--- src/include/psbps_pkg.sv ---
// Constants and types for the pSRAM burst and power sequencing controller
package psbps_pkg;

  // ----------------------------------------------------------------
  // Widths
  // ----------------------------------------------------------------
  localparam int ADDR_W = 23;  // Word address width
  localparam int DATA_W = 16;  // Data bus width
  localparam int LEN_W = 8;  // Burst word count width
  localparam int CNT_W = 16;  // Timing counter width

  // ----------------------------------------------------------------
  // Clock and time conversion
  // ----------------------------------------------------------------
  localparam int CLK_PERIOD_NS = 50;  // System clock period
  localparam int NS_PER_US = 1000;  // Unit conversion

  // Least time in ns to whole cycles, rounded up, never below one
  function automatic int min_cyc(input int t_ns);
    int c;
    c = (t_ns + CLK_PERIOD_NS - 1) / CLK_PERIOD_NS;
    return (c < 1) ? 1 : c;
  endfunction : min_cyc

  // Longest time in ns to whole cycles, rounded down, never below one
  function automatic int max_cyc(input int t_ns);
    int c;
    c = t_ns / CLK_PERIOD_NS;
    return (c < 1) ? 1 : c;
  endfunction : max_cyc

  // ----------------------------------------------------------------
  // Timing figures
  // ----------------------------------------------------------------
  localparam int T_BURST_MAX_NS = 8000;  // Longest read or write burst
  localparam int T_TRB_BL_NS = 26;  // Terminate recovery, fixed length burst
  localparam int T_TRB_CONT_NS = 70;  // Terminate recovery, continuous burst
  localparam int T_WR_REC_NS = 26;  // Recovery after last write datum
  localparam int T_PD_SETUP_NS = 20;  // Power enable low setup
  localparam int T_PD_HOLD_NS = 70;  // Power enable low hold
  localparam int T_WE_STBY_NS = 10;  // Write strobe quiet after select rises
  localparam int T_EXIT_SLEEP_US = 300;  // Select high after exit, sleep mode
  localparam int T_EXIT_PART_US = 1;  // Select high after exit, partial mode
  localparam int T_PWRUP_HIGH_US = 50;  // Power enable high after power-up

  // Derived cycle counts
  localparam int BURST_MAX_CYC = max_cyc(T_BURST_MAX_NS);
  localparam int TRB_BL_CYC = min_cyc(T_TRB_BL_NS);
  localparam int TRB_CONT_CYC = min_cyc(T_TRB_CONT_NS);
  localparam int WR_REC_CYC = min_cyc(T_WR_REC_NS);
  localparam int PD_SETUP_CYC = min_cyc(T_PD_SETUP_NS);
  localparam int PD_HOLD_CYC = min_cyc(T_PD_HOLD_NS);
  localparam int WE_STBY_CYC = min_cyc(T_WE_STBY_NS);
  localparam int EXIT_PART_CYC = min_cyc(T_EXIT_PART_US * NS_PER_US);
  localparam int PWRUP_HIGH_CYC = min_cyc(T_PWRUP_HIGH_US * NS_PER_US);

  // Burst clocks edges of latency before first write datum
  localparam int WR_LATENCY = 3;

  // ----------------------------------------------------------------
  // Controller states
  // ----------------------------------------------------------------
  typedef enum logic [3:0] {
    ST_PWRUP,
    ST_IDLE,
    ST_LATCH,
    ST_RDATA,
    ST_WLAT,
    ST_WDATA,
    ST_END,
    ST_RECOV,
    ST_PD_SETUP,
    ST_PD_LOW,
    ST_PD_EXIT
  } psbps_state_e;

endpackage : psbps_pkg

--- src/hw/psbps_ctrl.sv ---
// Host-side controller driving a pSRAM burst interface and its power sequencing
//
// Overview of operation
// - Read bursts end within 8000 ns
// - Write bursts end within 8000 ns
// - Byte enables steady through a read burst
// - Byte enables steady through a write burst
// - Terminate recovery 26 ns or 70 ns
// - 26 ns after last write datum latched
// - Power enable low 20 ns setup, 70 ns
// - Select high 300 us or 1 us
// - Power-up: 50 us high, select 300 us
// - Write strobe quiet 10 ns after select
// - Power enable and strobe high reading
// - Power-down entry and exit resets memory
`timescale 1ns/1ps
module psbps_ctrl #(
  parameter int T_CHH_US = 300  // Select high hold after power enable rises
) (
  // System
  input wire logic CLOCK,
  input wire logic RST_N,
  // Command port
  input wire logic CMD_VALID,
  input wire logic CMD_WRITE,
  input wire logic [psbps_pkg::ADDR_W-1:0] CMD_ADDR,
  input wire logic [psbps_pkg::LEN_W-1:0] CMD_LEN,
  input wire logic CMD_LOWER_N,
  input wire logic CMD_UPPER_N,
  output logic CMD_READY,
  // Write data
  input wire logic [psbps_pkg::DATA_W-1:0] WR_DATA,
  output logic WR_ACK,
  // Read data
  output logic [psbps_pkg::DATA_W-1:0] RD_DATA,
  output logic RD_VALID,
  // Completion
  output logic DONE,
  output logic TRUNCATED,
  // Configuration and power control
  input wire logic CFG_BURST_CONT,
  input wire logic PD_REQ,
  input wire logic PD_SLEEP,
  output logic PWR_READY,
  // Memory pins
  output logic MEM_CLK,
  output logic MEM_CE_N,
  output logic MEM_POWER_ENABLE,
  output logic MEM_ADDR_LATCH_N,
  output logic MEM_OE_N,
  output logic MEM_WE_N,
  output logic MEM_LOWER_BYTE_N,
  output logic MEM_UPPER_BYTE_N,
  output logic [psbps_pkg::ADDR_W-1:0] MEM_ADDR,
  output logic [psbps_pkg::DATA_W-1:0] MEM_DQ_O,
  output logic MEM_DQ_OE,
  input wire logic [psbps_pkg::DATA_W-1:0] MEM_DQ_I,
  input wire logic MEM_WAIT_N
);

  // ----------------------------------------------------------------
  // Local constants
  // ----------------------------------------------------------------
  localparam int PWRUP_CYC_I = psbps_pkg::min_cyc(T_CHH_US * psbps_pkg::NS_PER_US);
  localparam int PWRUP_MAX_I = (PWRUP_CYC_I > psbps_pkg::PWRUP_HIGH_CYC) ?
                               PWRUP_CYC_I : psbps_pkg::PWRUP_HIGH_CYC;
  // Counter loads, sized to the counter
  localparam logic [psbps_pkg::CNT_W-1:0] PWRUP_LOAD = PWRUP_MAX_I[psbps_pkg::CNT_W-1:0];
  localparam logic [psbps_pkg::CNT_W-1:0] SLEEP_LOAD = PWRUP_CYC_I[psbps_pkg::CNT_W-1:0];
  localparam logic [psbps_pkg::CNT_W-1:0] PART_LOAD =
    psbps_pkg::EXIT_PART_CYC[psbps_pkg::CNT_W-1:0];
  localparam logic [psbps_pkg::CNT_W-1:0] PD_SETUP_LOAD =
    psbps_pkg::PD_SETUP_CYC[psbps_pkg::CNT_W-1:0];
  localparam logic [psbps_pkg::CNT_W-1:0] PD_HOLD_LOAD =
    psbps_pkg::PD_HOLD_CYC[psbps_pkg::CNT_W-1:0];
  localparam logic [psbps_pkg::CNT_W-1:0] TRB_BL_LOAD =
    psbps_pkg::TRB_BL_CYC[psbps_pkg::CNT_W-1:0];
  localparam logic [psbps_pkg::CNT_W-1:0] TRB_CONT_LOAD =
    psbps_pkg::TRB_CONT_CYC[psbps_pkg::CNT_W-1:0];
  localparam logic [psbps_pkg::CNT_W-1:0] WR_REC_LOAD =
    psbps_pkg::WR_REC_CYC[psbps_pkg::CNT_W-1:0];
  localparam logic [psbps_pkg::CNT_W-1:0] WE_STBY_LOAD =
    psbps_pkg::WE_STBY_CYC[psbps_pkg::CNT_W-1:0];
  localparam logic [psbps_pkg::CNT_W-1:0] WR_LAT_LOAD =
    psbps_pkg::WR_LATENCY[psbps_pkg::CNT_W-1:0];
  // Guard band: a write may wait one cycle for the clock fall, so stop early
  localparam logic [psbps_pkg::CNT_W-1:0] BURST_STOP =
    psbps_pkg::CNT_W'(psbps_pkg::BURST_MAX_CYC - 3);
  localparam logic [psbps_pkg::CNT_W-1:0] CNT_ONE = 16'h0001;
  localparam logic [psbps_pkg::CNT_W-1:0] CNT_ZERO = 16'h0000;
  localparam logic [psbps_pkg::LEN_W-1:0] LEN_ONE = 8'h01;
  localparam logic [1:0] PIPE_RISE = 2'h2;

  // Larger of two counter loads
  function automatic logic [psbps_pkg::CNT_W-1:0] cnt_max(
    input logic [psbps_pkg::CNT_W-1:0] a,
    input logic [psbps_pkg::CNT_W-1:0] b);
    return (a > b) ? a : b;
  endfunction : cnt_max

  // ----------------------------------------------------------------
  // Declarations
  // ----------------------------------------------------------------
  psbps_pkg::psbps_state_e state_r;  // Sequencer state
  logic [psbps_pkg::CNT_W-1:0] wait_cnt_r;  // Timing counter for recoveries
  logic [psbps_pkg::CNT_W-1:0] burst_tmr_r;  // Cycles since select fell
  logic [psbps_pkg::LEN_W-1:0] words_r;  // Words still to move
  logic is_write_r;  // Current burst direction
  logic clk_run;  // Burst clock is toggling
  logic fall_now;  // Burst clock falls at this edge
  logic wait_m_r;  // Wait sync, first stage
  logic wait_s_r;  // Wait sync, second stage
  logic [psbps_pkg::DATA_W-1:0] dq_m_r;  // Read data sync, first stage
  logic [psbps_pkg::DATA_W-1:0] dq_s_r;  // Read data sync, second stage
  logic [1:0] rise_pipe_r;  // Rising edges delayed to line up with sync
  logic rd_take;  // A read word is valid this cycle
  logic over_time;  // Burst is about to run past its limit

  assign clk_run = (state_r == psbps_pkg::ST_LATCH) || (state_r == psbps_pkg::ST_RDATA) ||
                   (state_r == psbps_pkg::ST_WLAT) || (state_r == psbps_pkg::ST_WDATA);
  assign fall_now = clk_run && MEM_CLK;
  // Wait high (ready) on a delayed rising edge marks a valid read word
  assign rd_take = (state_r == psbps_pkg::ST_RDATA) && rise_pipe_r[1] && wait_s_r;
  assign over_time = (burst_tmr_r >= BURST_STOP);

  // ----------------------------------------------------------------
  // Pin input synchronisers
  // ----------------------------------------------------------------
  // Wait and read data pass two flops; a released wait reads high
  always_ff @(posedge CLOCK or negedge RST_N) begin
    if (!RST_N) begin
      wait_m_r <= 1'b0;
      wait_s_r <= 1'b0;
      dq_m_r <= 16'h0000;
      dq_s_r <= 16'h0000;
    end else begin
      wait_m_r <= MEM_WAIT_N;
      wait_s_r <= wait_m_r;
      dq_m_r <= MEM_DQ_I;
      dq_s_r <= dq_m_r;
    end
  end

  // Rising edge marker delayed two cycles to match the synchroniser
  always_ff @(posedge CLOCK or negedge RST_N) begin
    if (!RST_N) begin
      rise_pipe_r <= 2'h0;
    end else begin
      rise_pipe_r <= {rise_pipe_r[0], clk_run && !MEM_CLK};
    end
  end

  // ----------------------------------------------------------------
  // Burst clock, divided from the system clock
  // ----------------------------------------------------------------
  // Toggles only while a burst is open; parked low otherwise
  always_ff @(posedge CLOCK or negedge RST_N) begin
    if (!RST_N) begin
      MEM_CLK <= 1'b0;
    end else if (clk_run && (state_r != psbps_pkg::ST_END)) begin
      MEM_CLK <= !MEM_CLK;
    end else begin
      MEM_CLK <= 1'b0;
    end
  end

  // ----------------------------------------------------------------
  // Burst duration timer
  // ----------------------------------------------------------------
  // Counts from select falling so the burst is cut before its limit
  always_ff @(posedge CLOCK or negedge RST_N) begin
    if (!RST_N) begin
      burst_tmr_r <= CNT_ZERO;
    end else if (clk_run) begin
      burst_tmr_r <= burst_tmr_r + CNT_ONE;
    end else begin
      burst_tmr_r <= CNT_ZERO;
    end
  end

  // ----------------------------------------------------------------
  // Sequencer
  // ----------------------------------------------------------------
  always_ff @(posedge CLOCK or negedge RST_N) begin
    if (!RST_N) begin
      state_r <= psbps_pkg::ST_PWRUP;
      wait_cnt_r <= PWRUP_LOAD;
      words_r <= 8'h00;
      is_write_r <= 1'b0;
      CMD_READY <= 1'b0;
      WR_ACK <= 1'b0;
      RD_DATA <= 16'h0000;
      RD_VALID <= 1'b0;
      DONE <= 1'b0;
      TRUNCATED <= 1'b0;
      PWR_READY <= 1'b0;
      MEM_CE_N <= 1'b1;
      MEM_POWER_ENABLE <= 1'b1;
      MEM_ADDR_LATCH_N <= 1'b1;
      MEM_OE_N <= 1'b1;
      MEM_WE_N <= 1'b1;
      MEM_LOWER_BYTE_N <= 1'b1;
      MEM_UPPER_BYTE_N <= 1'b1;
      MEM_ADDR <= 23'h000000;
      MEM_DQ_O <= 16'h0000;
      MEM_DQ_OE <= 1'b0;
    end else begin
      // One-cycle pulses default low
      WR_ACK <= 1'b0;
      RD_VALID <= 1'b0;
      DONE <= 1'b0;
      CMD_READY <= 1'b0;
      unique case (state_r)
        // Power-up: enable high and select high for the longer hold
        psbps_pkg::ST_PWRUP: begin
          MEM_POWER_ENABLE <= 1'b1;
          MEM_CE_N <= 1'b1;
          if (wait_cnt_r <= CNT_ONE) begin
            state_r <= psbps_pkg::ST_IDLE;
            PWR_READY <= 1'b1;
            CMD_READY <= 1'b1;
          end else begin
            wait_cnt_r <= wait_cnt_r - CNT_ONE;
          end
        end
        // Idle: power-down takes priority over a new burst
        psbps_pkg::ST_IDLE: begin
          if (PD_REQ) begin
            state_r <= psbps_pkg::ST_PD_SETUP;
            wait_cnt_r <= PD_SETUP_LOAD;
            PWR_READY <= 1'b0;
          end else if (CMD_VALID && CMD_READY) begin
            state_r <= psbps_pkg::ST_LATCH;
            is_write_r <= CMD_WRITE;
            words_r <= (CMD_LEN == 8'h00) ? LEN_ONE : CMD_LEN;
            TRUNCATED <= 1'b0;
            MEM_ADDR <= CMD_ADDR;
            MEM_CE_N <= 1'b0;
            MEM_ADDR_LATCH_N <= 1'b0;
            MEM_POWER_ENABLE <= 1'b1;
            MEM_OE_N <= CMD_WRITE;
            MEM_WE_N <= !CMD_WRITE;
            // Byte enables set once here and held to the end
            MEM_LOWER_BYTE_N <= CMD_LOWER_N;
            MEM_UPPER_BYTE_N <= CMD_UPPER_N;
          end else begin
            CMD_READY <= 1'b1;
          end
        end
        // Address latch across the first rising edge
        psbps_pkg::ST_LATCH: begin
          if (fall_now) begin
            MEM_ADDR_LATCH_N <= 1'b1;
            wait_cnt_r <= WR_LAT_LOAD;
            state_r <= is_write_r ? psbps_pkg::ST_WLAT : psbps_pkg::ST_RDATA;
          end
        end
        // Read: take words while wait says ready
        psbps_pkg::ST_RDATA: begin
          if (rd_take) begin
            RD_DATA <= dq_s_r;
            RD_VALID <= 1'b1;
            words_r <= words_r - LEN_ONE;
          end
          if ((rd_take && (words_r == LEN_ONE)) || over_time) begin
            TRUNCATED <= over_time && !(rd_take && (words_r == LEN_ONE));
            state_r <= psbps_pkg::ST_END;
          end
        end
        // Write latency: rising edges before the first datum
        psbps_pkg::ST_WLAT: begin
          if (over_time) begin
            TRUNCATED <= 1'b1;
            state_r <= psbps_pkg::ST_END;
          end else if (fall_now) begin
            if (wait_cnt_r <= CNT_ONE) begin
              MEM_DQ_O <= WR_DATA;
              MEM_DQ_OE <= 1'b1;
              WR_ACK <= 1'b1;
              state_r <= psbps_pkg::ST_WDATA;
            end else begin
              wait_cnt_r <= wait_cnt_r - CNT_ONE;
            end
          end
        end
        // Write: one datum per burst clock, next one put out on the fall
        psbps_pkg::ST_WDATA: begin
          if (fall_now) begin
            words_r <= words_r - LEN_ONE;
            if ((words_r == LEN_ONE) || over_time) begin
              TRUNCATED <= (words_r != LEN_ONE);
              state_r <= psbps_pkg::ST_END;
            end else begin
              MEM_DQ_O <= WR_DATA;
              WR_ACK <= 1'b1;
            end
          end
        end
        // Close the burst: select, strobes high together, bus released
        psbps_pkg::ST_END: begin
          MEM_CE_N <= 1'b1;
          MEM_OE_N <= 1'b1;
          MEM_WE_N <= 1'b1;
          MEM_ADDR_LATCH_N <= 1'b1;
          MEM_DQ_OE <= 1'b0;
          MEM_LOWER_BYTE_N <= 1'b1;
          MEM_UPPER_BYTE_N <= 1'b1;
          DONE <= 1'b1;
          state_r <= psbps_pkg::ST_RECOV;
          // Longest of terminate, write and standby recoveries
          wait_cnt_r <= cnt_max(cnt_max(CFG_BURST_CONT ? TRB_CONT_LOAD : TRB_BL_LOAD,
                                        is_write_r ? WR_REC_LOAD : CNT_ONE),
                                WE_STBY_LOAD);
        end
        // Recovery before the next access may start
        psbps_pkg::ST_RECOV: begin
          if (wait_cnt_r <= CNT_ONE) begin
            state_r <= psbps_pkg::ST_IDLE;
            CMD_READY <= !PD_REQ;
          end else begin
            wait_cnt_r <= wait_cnt_r - CNT_ONE;
          end
        end
        // Setup before power enable falls
        psbps_pkg::ST_PD_SETUP: begin
          if (wait_cnt_r <= CNT_ONE) begin
            MEM_POWER_ENABLE <= 1'b0;
            wait_cnt_r <= PD_HOLD_LOAD;
            state_r <= psbps_pkg::ST_PD_LOW;
          end else begin
            wait_cnt_r <= wait_cnt_r - CNT_ONE;
          end
        end
        // Power enable low: least hold, then until the request drops
        psbps_pkg::ST_PD_LOW: begin
          if (wait_cnt_r > CNT_ONE) begin
            wait_cnt_r <= wait_cnt_r - CNT_ONE;
          end else if (!PD_REQ) begin
            // Exit doubles as a reset of the memory
            MEM_POWER_ENABLE <= 1'b1;
            wait_cnt_r <= PD_SLEEP ? SLEEP_LOAD : PART_LOAD;
            state_r <= psbps_pkg::ST_PD_EXIT;
          end
        end
        // Select stays high after power enable rises
        psbps_pkg::ST_PD_EXIT: begin
          MEM_CE_N <= 1'b1;
          if (wait_cnt_r <= CNT_ONE) begin
            state_r <= psbps_pkg::ST_IDLE;
            PWR_READY <= 1'b1;
            CMD_READY <= 1'b1;
          end else begin
            wait_cnt_r <= wait_cnt_r - CNT_ONE;
          end
        end
      endcase
    end
  end

endmodule : psbps_ctrl

--- config.mk ---
export PLATFORM = sky130hd
export DESIGN_NAME = psbps_ctrl
export DESIGN_NICKNAME = d
export VERILOG_FILES = /design/src/include/psbps_pkg.sv /design/src/hw/psbps_ctrl.sv
export SDC_FILE = /design/constraint.sdc
export NUM_CORES = 1
export LEC_CHECK = 0
export ABC_AREA = 1
export BUFFER_PORTS_ARGS = -buffer_cell sky130_fd_sc_hd__buf_2
export CORE_UTILIZATION = 44
export CTS_BUF_LIST = sky130_fd_sc_hd__clkbuf_2 sky130_fd_sc_hd__clkbuf_4 sky130_fd_sc_hd__clkbuf_8
export DETAILED_ROUTE_END_ITERATION = 12
export PLACE_DENSITY = 0.66
export SLEW_MARGIN = 15
export SYNTH_ARGS = -nofsm -noshare
export SYNTH_HDL_FRONTEND = slang
export SYNTH_SLANG_ARGS = --single-unit
--- constraint.sdc ---
create_clock -name CLOCK -period 2.2 [get_ports CLOCK]
set_clock_uncertainty 0.1 [all_clocks]
set_input_delay 0.11 -clock CLOCK [delete_from_list [all_inputs] [get_ports CLOCK]]
set_output_delay 0.11 -clock CLOCK [all_outputs]
set_load 0.05 [all_outputs]
==> impl_results.html <==
<table>
<tr><th>Metric</th><th>Value</th></tr>
<tr><th colspan="2">Outcome</th></tr>
<tr><td>Status</td><td>finished clean</td></tr>
<tr><th colspan="2">Floorplan</th></tr>
<tr><td>Site Rows</td><td>46</td></tr>
<tr><td>Initial core utilization</td><td>0.451</td></tr>
<tr><td>Die height</td><td>130 um</td></tr>
<tr><td>Core footprint</td><td>0.0159 mm2</td></tr>
<tr><td>Die Span X</td><td>130 um</td></tr>
<tr><td>Die area</td><td>0.0168 mm2</td></tr>
<tr><td>I/O pin count</td><td>143</td></tr>
<tr><th colspan="2">Yosys</th></tr>
<tr><td>Post-synthesis instance total</td><td>865</td></tr>
<tr><td>Flip-flop and latch count after synthesis</td><td>151</td></tr>
<tr><td>Number of library cell types mapped by synthesis</td><td>42</td></tr>
<tr><td>Largest area contributor in the netlist</td><td>dfrtp_1</td></tr>
<tr><td>Warnings from Yosys</td><td>0</td></tr>
<tr><td>Post-Syn Area per Cell</td><td>8.28 um2</td></tr>
<tr><td>Cells taking the most area after synthesis</td><td>dfrtp_1 (48%), nand2_1 (17%), dfstp_2 (5.1%)</td></tr>
<tr><td>Share of Yosys cell area claimed by the top area cell type</td><td>0.479</td></tr>
<tr><td>Mapped cell area</td><td>0.00716 mm2</td></tr>
<tr><td>Share of the yosys chip area belonging to registers</td><td>0.530</td></tr>
<tr><td>Synthesized netlist net count</td><td>945</td></tr>
<tr><th colspan="2">Pwr</th></tr>
<tr><td>Flop pwr share</td><td>0.313</td></tr>
<tr><td>Peak supply drop</td><td>0.812 mV</td></tr>
<tr><td>Total leakage power</td><td>4.97 nW</td></tr>
<tr><td>Portion of total power attributed to the clock network</td><td>0.164</td></tr>
<tr><td>Comb power frac</td><td>0.524</td></tr>
<tr><td>Net switching fraction of the power</td><td>0.507</td></tr>
<tr><td>Internal Power</td><td>6.65 mW</td></tr>
<tr><td>Net switching power figure</td><td>6.83 mW</td></tr>
<tr><td>PD cells</td><td>1440 mW/mm2</td></tr>
<tr><th colspan="2">Placement</th></tr>
<tr><td>IO Port Bufs</td><td>142</td></tr>
<tr><td>HPWL reported at the end of detailed placement</td><td>11800 um</td></tr>
<tr><td>Weighted congestion reported at the end of routability-driven placement</td><td>0.917</td></tr>
<tr><th colspan="2">Clocking</th></tr>
<tr><td>Clk sinks</td><td>151</td></tr>
<tr><td>Max H-tree Level</td><td>4</td></tr>
<tr><td>Num CTS Buffers</td><td>17</td></tr>
<tr><td>Maximum number of buffers from clock root to sink</td><td>2</td></tr>
<tr><td>Clock Root Buffer</td><td>clkbuf_8</td></tr>
<tr><td>Clock-pin slew on the worst setup and hold paths</td><td>90 ps</td></tr>
<tr><td>Worst skew pair latency</td><td>450 ps</td></tr>
<tr><td>TritonCTS clock tree</td><td>yes</td></tr>
<tr><th colspan="2">Critical path</th></tr>
<tr><td>Crit end category</td><td>register</td></tr>
<tr><td>Worst Path Required</td><td>2450 ps</td></tr>
<tr><td>R2r endpoint</td><td>wait_cnt_r[1]$_DFFE_PN0P_</td></tr>
<tr><td>Crit-path max cell delay</td><td>430 ps</td></tr>
<tr><td>Crit Reg-Reg Startpoint</td><td>wait_cnt_r[0]$_DFFE_PN0P_</td></tr>
<tr><td>Critical Path Start Type</td><td>register</td></tr>
<tr><td>Cell family with the largest share of critical-path delay</td><td>simple AND/OR/NAND/NOR gates</td></tr>
<tr><td>Master of the slowest instance on the critical path</td><td>dfrtp_1</td></tr>
<tr><td>Max FO, Critical Path</td><td>8</td></tr>
<tr><td>Type of the worst setup path</td><td>reg -&gt; reg</td></tr>
<tr><td>Cell-by-cell trace of the critical path</td><td>inv_1 -&gt; ha_1 -&gt; nand2_1 -&gt; nor2_2 -&gt; nor2_1 -&gt; nor2_4 -&gt; nand2_4 -&gt; nand4_2 -&gt; nand2_1 -&gt; nand2_1</td></tr>
<tr><td>Arrival time worst endpoint</td><td>2350 ps</td></tr>
<tr><td>Cell depth of the worst flop-to-flop path</td><td>10</td></tr>
<tr><td>Register-to-Register Setup Slack</td><td>100 ps</td></tr>
<tr><td>Critical path buffer and inverter count</td><td>1</td></tr>
<tr><td>Library cell appearing most often on the critical path</td><td>nand2_1</td></tr>
<tr><th colspan="2">Final layout</th></tr>
<tr><td>Synthesis-to-layout area growth</td><td>31.0%</td></tr>
<tr><td>Ant diodes</td><td>0</td></tr>
<tr><td>Fin nets</td><td>1177</td></tr>
<tr><td>Share of final-layout standard cells stronger than drive strength 1</td><td>0.241</td></tr>
<tr><th colspan="2">Timing</th></tr>
<tr><td>Number of pins exceeding their max-slew limit in the final report</td><td>0</td></tr>
<tr><td>Slew headroom</td><td>0.638</td></tr>
<tr><td>Least-Margin Pin Slew</td><td>543 ps</td></tr>
<tr><td>Unrepaired setup endpoints after global routing</td><td>no</td></tr>
<tr><td>Number of endpoints failing setup at the final stage</td><td>0</td></tr>
<tr><td>Endpoints failing hold</td><td>0</td></tr>
<tr><td>Post-Route Hold Slack</td><td>42.7 ps</td></tr>
<tr><td>Fmax</td><td>476 MHz</td></tr>
<tr><td>Fin Setup TNS</td><td>0 ps</td></tr>
<tr><td>Final Critical Period</td><td>2100 ps</td></tr>
<tr><td>Part of the cycle the worst path needs</td><td>0.956</td></tr>
<tr><th colspan="2">Detailed routing</th></tr>
<tr><td>Final routed wire length divided by cell count</td><td>13.2 um</td></tr>
<tr><td>Detailed router's first-iteration violation count</td><td>342</td></tr>
<tr><td>Remaining number of nets flagged by the antenna check after routing</td><td>0</td></tr>
<tr><td>DRC violations left</td><td>0</td></tr>
<tr><td>Total via count in the routed design</td><td>6308</td></tr>
<tr><td>Aggregate routed wire length</td><td>17600 um</td></tr>
<tr><td>Via/cell ratio</td><td>4.76</td></tr>
<tr><td>TritonRoute pass-1 iters</td><td>5</td></tr>
<tr><th colspan="2">Min path</th></tr>
<tr><td>Origin of the worst min-delay path</td><td>CMD_LEN[5]</td></tr>
<tr><td>End of the worst hold path</td><td>words_r[0]$_DFFE_PN0P_</td></tr>
<tr><td>Path category of the worst min-delay check</td><td>in -&gt; reg</td></tr>
<tr><td>Depth of the worst hold-timing path</td><td>6</td></tr>
<tr><th colspan="2">Global route</th></tr>
<tr><td>Largest net degree at the start of global routing</td><td>59</td></tr>
<tr><td>Overflow left after global routing</td><td>0</td></tr>
<tr><td>Antenna violations before repair</td><td>0</td></tr>
<tr><td>Vias in the first global route</td><td>6074</td></tr>
<tr><td>Global-route wire length before repair</td><td>28700 um</td></tr>
<tr><td>Total global-route track usage</td><td>0.219</td></tr>
<tr><th colspan="2">Run</th></tr>
<tr><td>Count of max-cap constraint violations</td><td>0</td></tr>
</table>
## worst register-to-register path: cells and delay by family, from the launching register on
family | cells | cell delay (ps)
adders and majority gates | 1 | 240
buffers and inverters | 1 | 100
and+or+nand+nor | 8 | 1140
DFF | 1 | 430
## stage by stage
step | instance area [um2] | worst slack [ps] | std cells | utilization | total power [mW]
2_1_floorplan | 7160 | 347 | 865 | - | 9.54
4_1_cts | 9300 | 88.5 | 1322 | 0.585 | 13.4
3_5_place_dp | 8180 | 118 | 1220 | 0.515 | 11.1
6_report | 9390 | 97.5 | 1326 | 0.591 | 13.5
5_1_grt | 9390 | 7.24 | 1326 | 0.591 | 14.5
3_3_place_gp | 8180 | 196 | 1220 | 0.515 | 11.0
## final cells by class
type	instances	area, um2
fillers	1455	6500
flip-flops and latches	151	3800
multi-input cells	617	3010
repair buffers	230	1590
inverters	80	302
well taps	216	270
clock buffers	17	234
clock inverters	15	181
## power by group through the flow
stage	clock (mW)	combinational [mW]	sequential (mW)
floorplan	0	3.47	6.07
global placement	0	6.76	4.24
detailed placement	0	6.85	4.25
CTS	2.28	6.95	4.21
global route	2.40	7.79	4.32
finish	2.21	7.06	4.22
## cells by family after synthesis
kind of cell / after synthesis / synth area share
simple gates: 532 / 0.330
compound gates: 59 / 0.0475
flops: 151 / 0.530
buf+inv: 99 / 0.0597
fa+ha+maj: 7 / 0.0122
xor+xnor: 17 / 0.0208
## layout by cell type (no fill, tap or decap), types with 4 or more instances in the layout
cell type / n
xnor2_1: 6
o21ai_1: 5
a21oi_1: 16
dlygate4sd3_1: 70
nor2_4: 5
nor2_2: 8
buf_4: 15
inv_8: 5
inv_6: 4
inv_1: 65
buf_2: 141
nor3_1: 8
nand2_1: 328
xor2_1: 11
nand4_1: 29
nand3_1: 42
nor2_1: 83
dfstp_2: 14
ha_1: 7
nand3_4: 4
clkbuf_8: 17
nand2_2: 10
inv_2: 14
nand2_4: 5
o21ai_0: 23
dfrtp_1: 137
## cells in the mapped netlist
cell      count
nand2_1     330
dfrtp_1     137
nor2_1       83
inv_1        65
nand3_1      43
nand4_1      29
o21ai_0      23
a21oi_1      16
dfstp_2      14
inv_2        14
xor2_1       11
nand2_2       9
nor2_2        9
buf_2         8
nor3_1        8
ha_1          7
xnor2_1       6
nand2_4       5
o21ai_1       5
buf_4         4
buf_6         4
nor2_4        4
a31oi_1       3
nand3_4       3
o211ai_1      3
o21ai_2       3
clkbuf_1      2
nand3_2       2
nor2_8        2
a211oi_1      1
a21oi_2       1
a31oi_2       1
a32o_1        1
and2_1        1
buf_1         1
clkinv_2      1
nand3b_1      1
nand4_4       1
nor4_1        1
o21bai_1      1
o22ai_1       1
or2_2         1
## sequential cells by signal (all words and copies together), names as in the netlist, 2 cells and up
register	cells
MEM_ADDR	23
MEM_DQ_O	16
RD_DATA	16
burst_tmr_r	16
dq_m_r	16
dq_s_r	16
rise_pipe_r	2
state_r	4
wait_cnt_r	16
words_r	8
## worst max path at each step
stage | end | slack [ps] | cells past startpoint | startpoint
global placement | MEM_DQ_O[2]$_DFFE_PN0P_ | 200 | 11 | wait_cnt_r[0]$_DFFE_PN0P_
global route | wait_cnt_r[9]$_DFFE_PN1P_ | 7 | 11 | wait_cnt_r[0]$_DFFE_PN0P_
floorplan | MEM_DQ_O[10]$_DFFE_PN0P_ | 350 | 12 | burst_tmr_r[0]$_DFF_PN0_
CTS | MEM_DQ_O[7]$_DFFE_PN0P_ | 90 | 11 | wait_cnt_r[0]$_DFFE_PN0P_
detailed placement | MEM_DQ_O[8]$_DFFE_PN0P_ | 120 | 11 | wait_cnt_r[0]$_DFFE_PN0P_
finish | wait_cnt_r[1]$_DFFE_PN0P_ | 100 | 10 | wait_cnt_r[0]$_DFFE_PN0P_
## routing by layer
metal / track usage / share of wire / vias to the layer above
met1: 0.280 / 0.45 / 2921
met2: 0.358 / 0.49 / 153
met3: 0.0508 / 0.040 / 36
met4: 0.0910 / 0.028 / 0
met5: 0 / 0 / -
li1: - / - / 3198
## timing repair
| item | 4_1_cts | 5_1_grt |
|---|---|---|
| hold endpoints to repair | 213 | 0 |
| hold buffers | 70 | 0 |
| resized for setup | 0 | 9 |
| endpoints found under the setup margin | 0 | 25 |
| setup buffers | 0 | 2 |
Note: power is estimated with default switching activity, not from simulation.
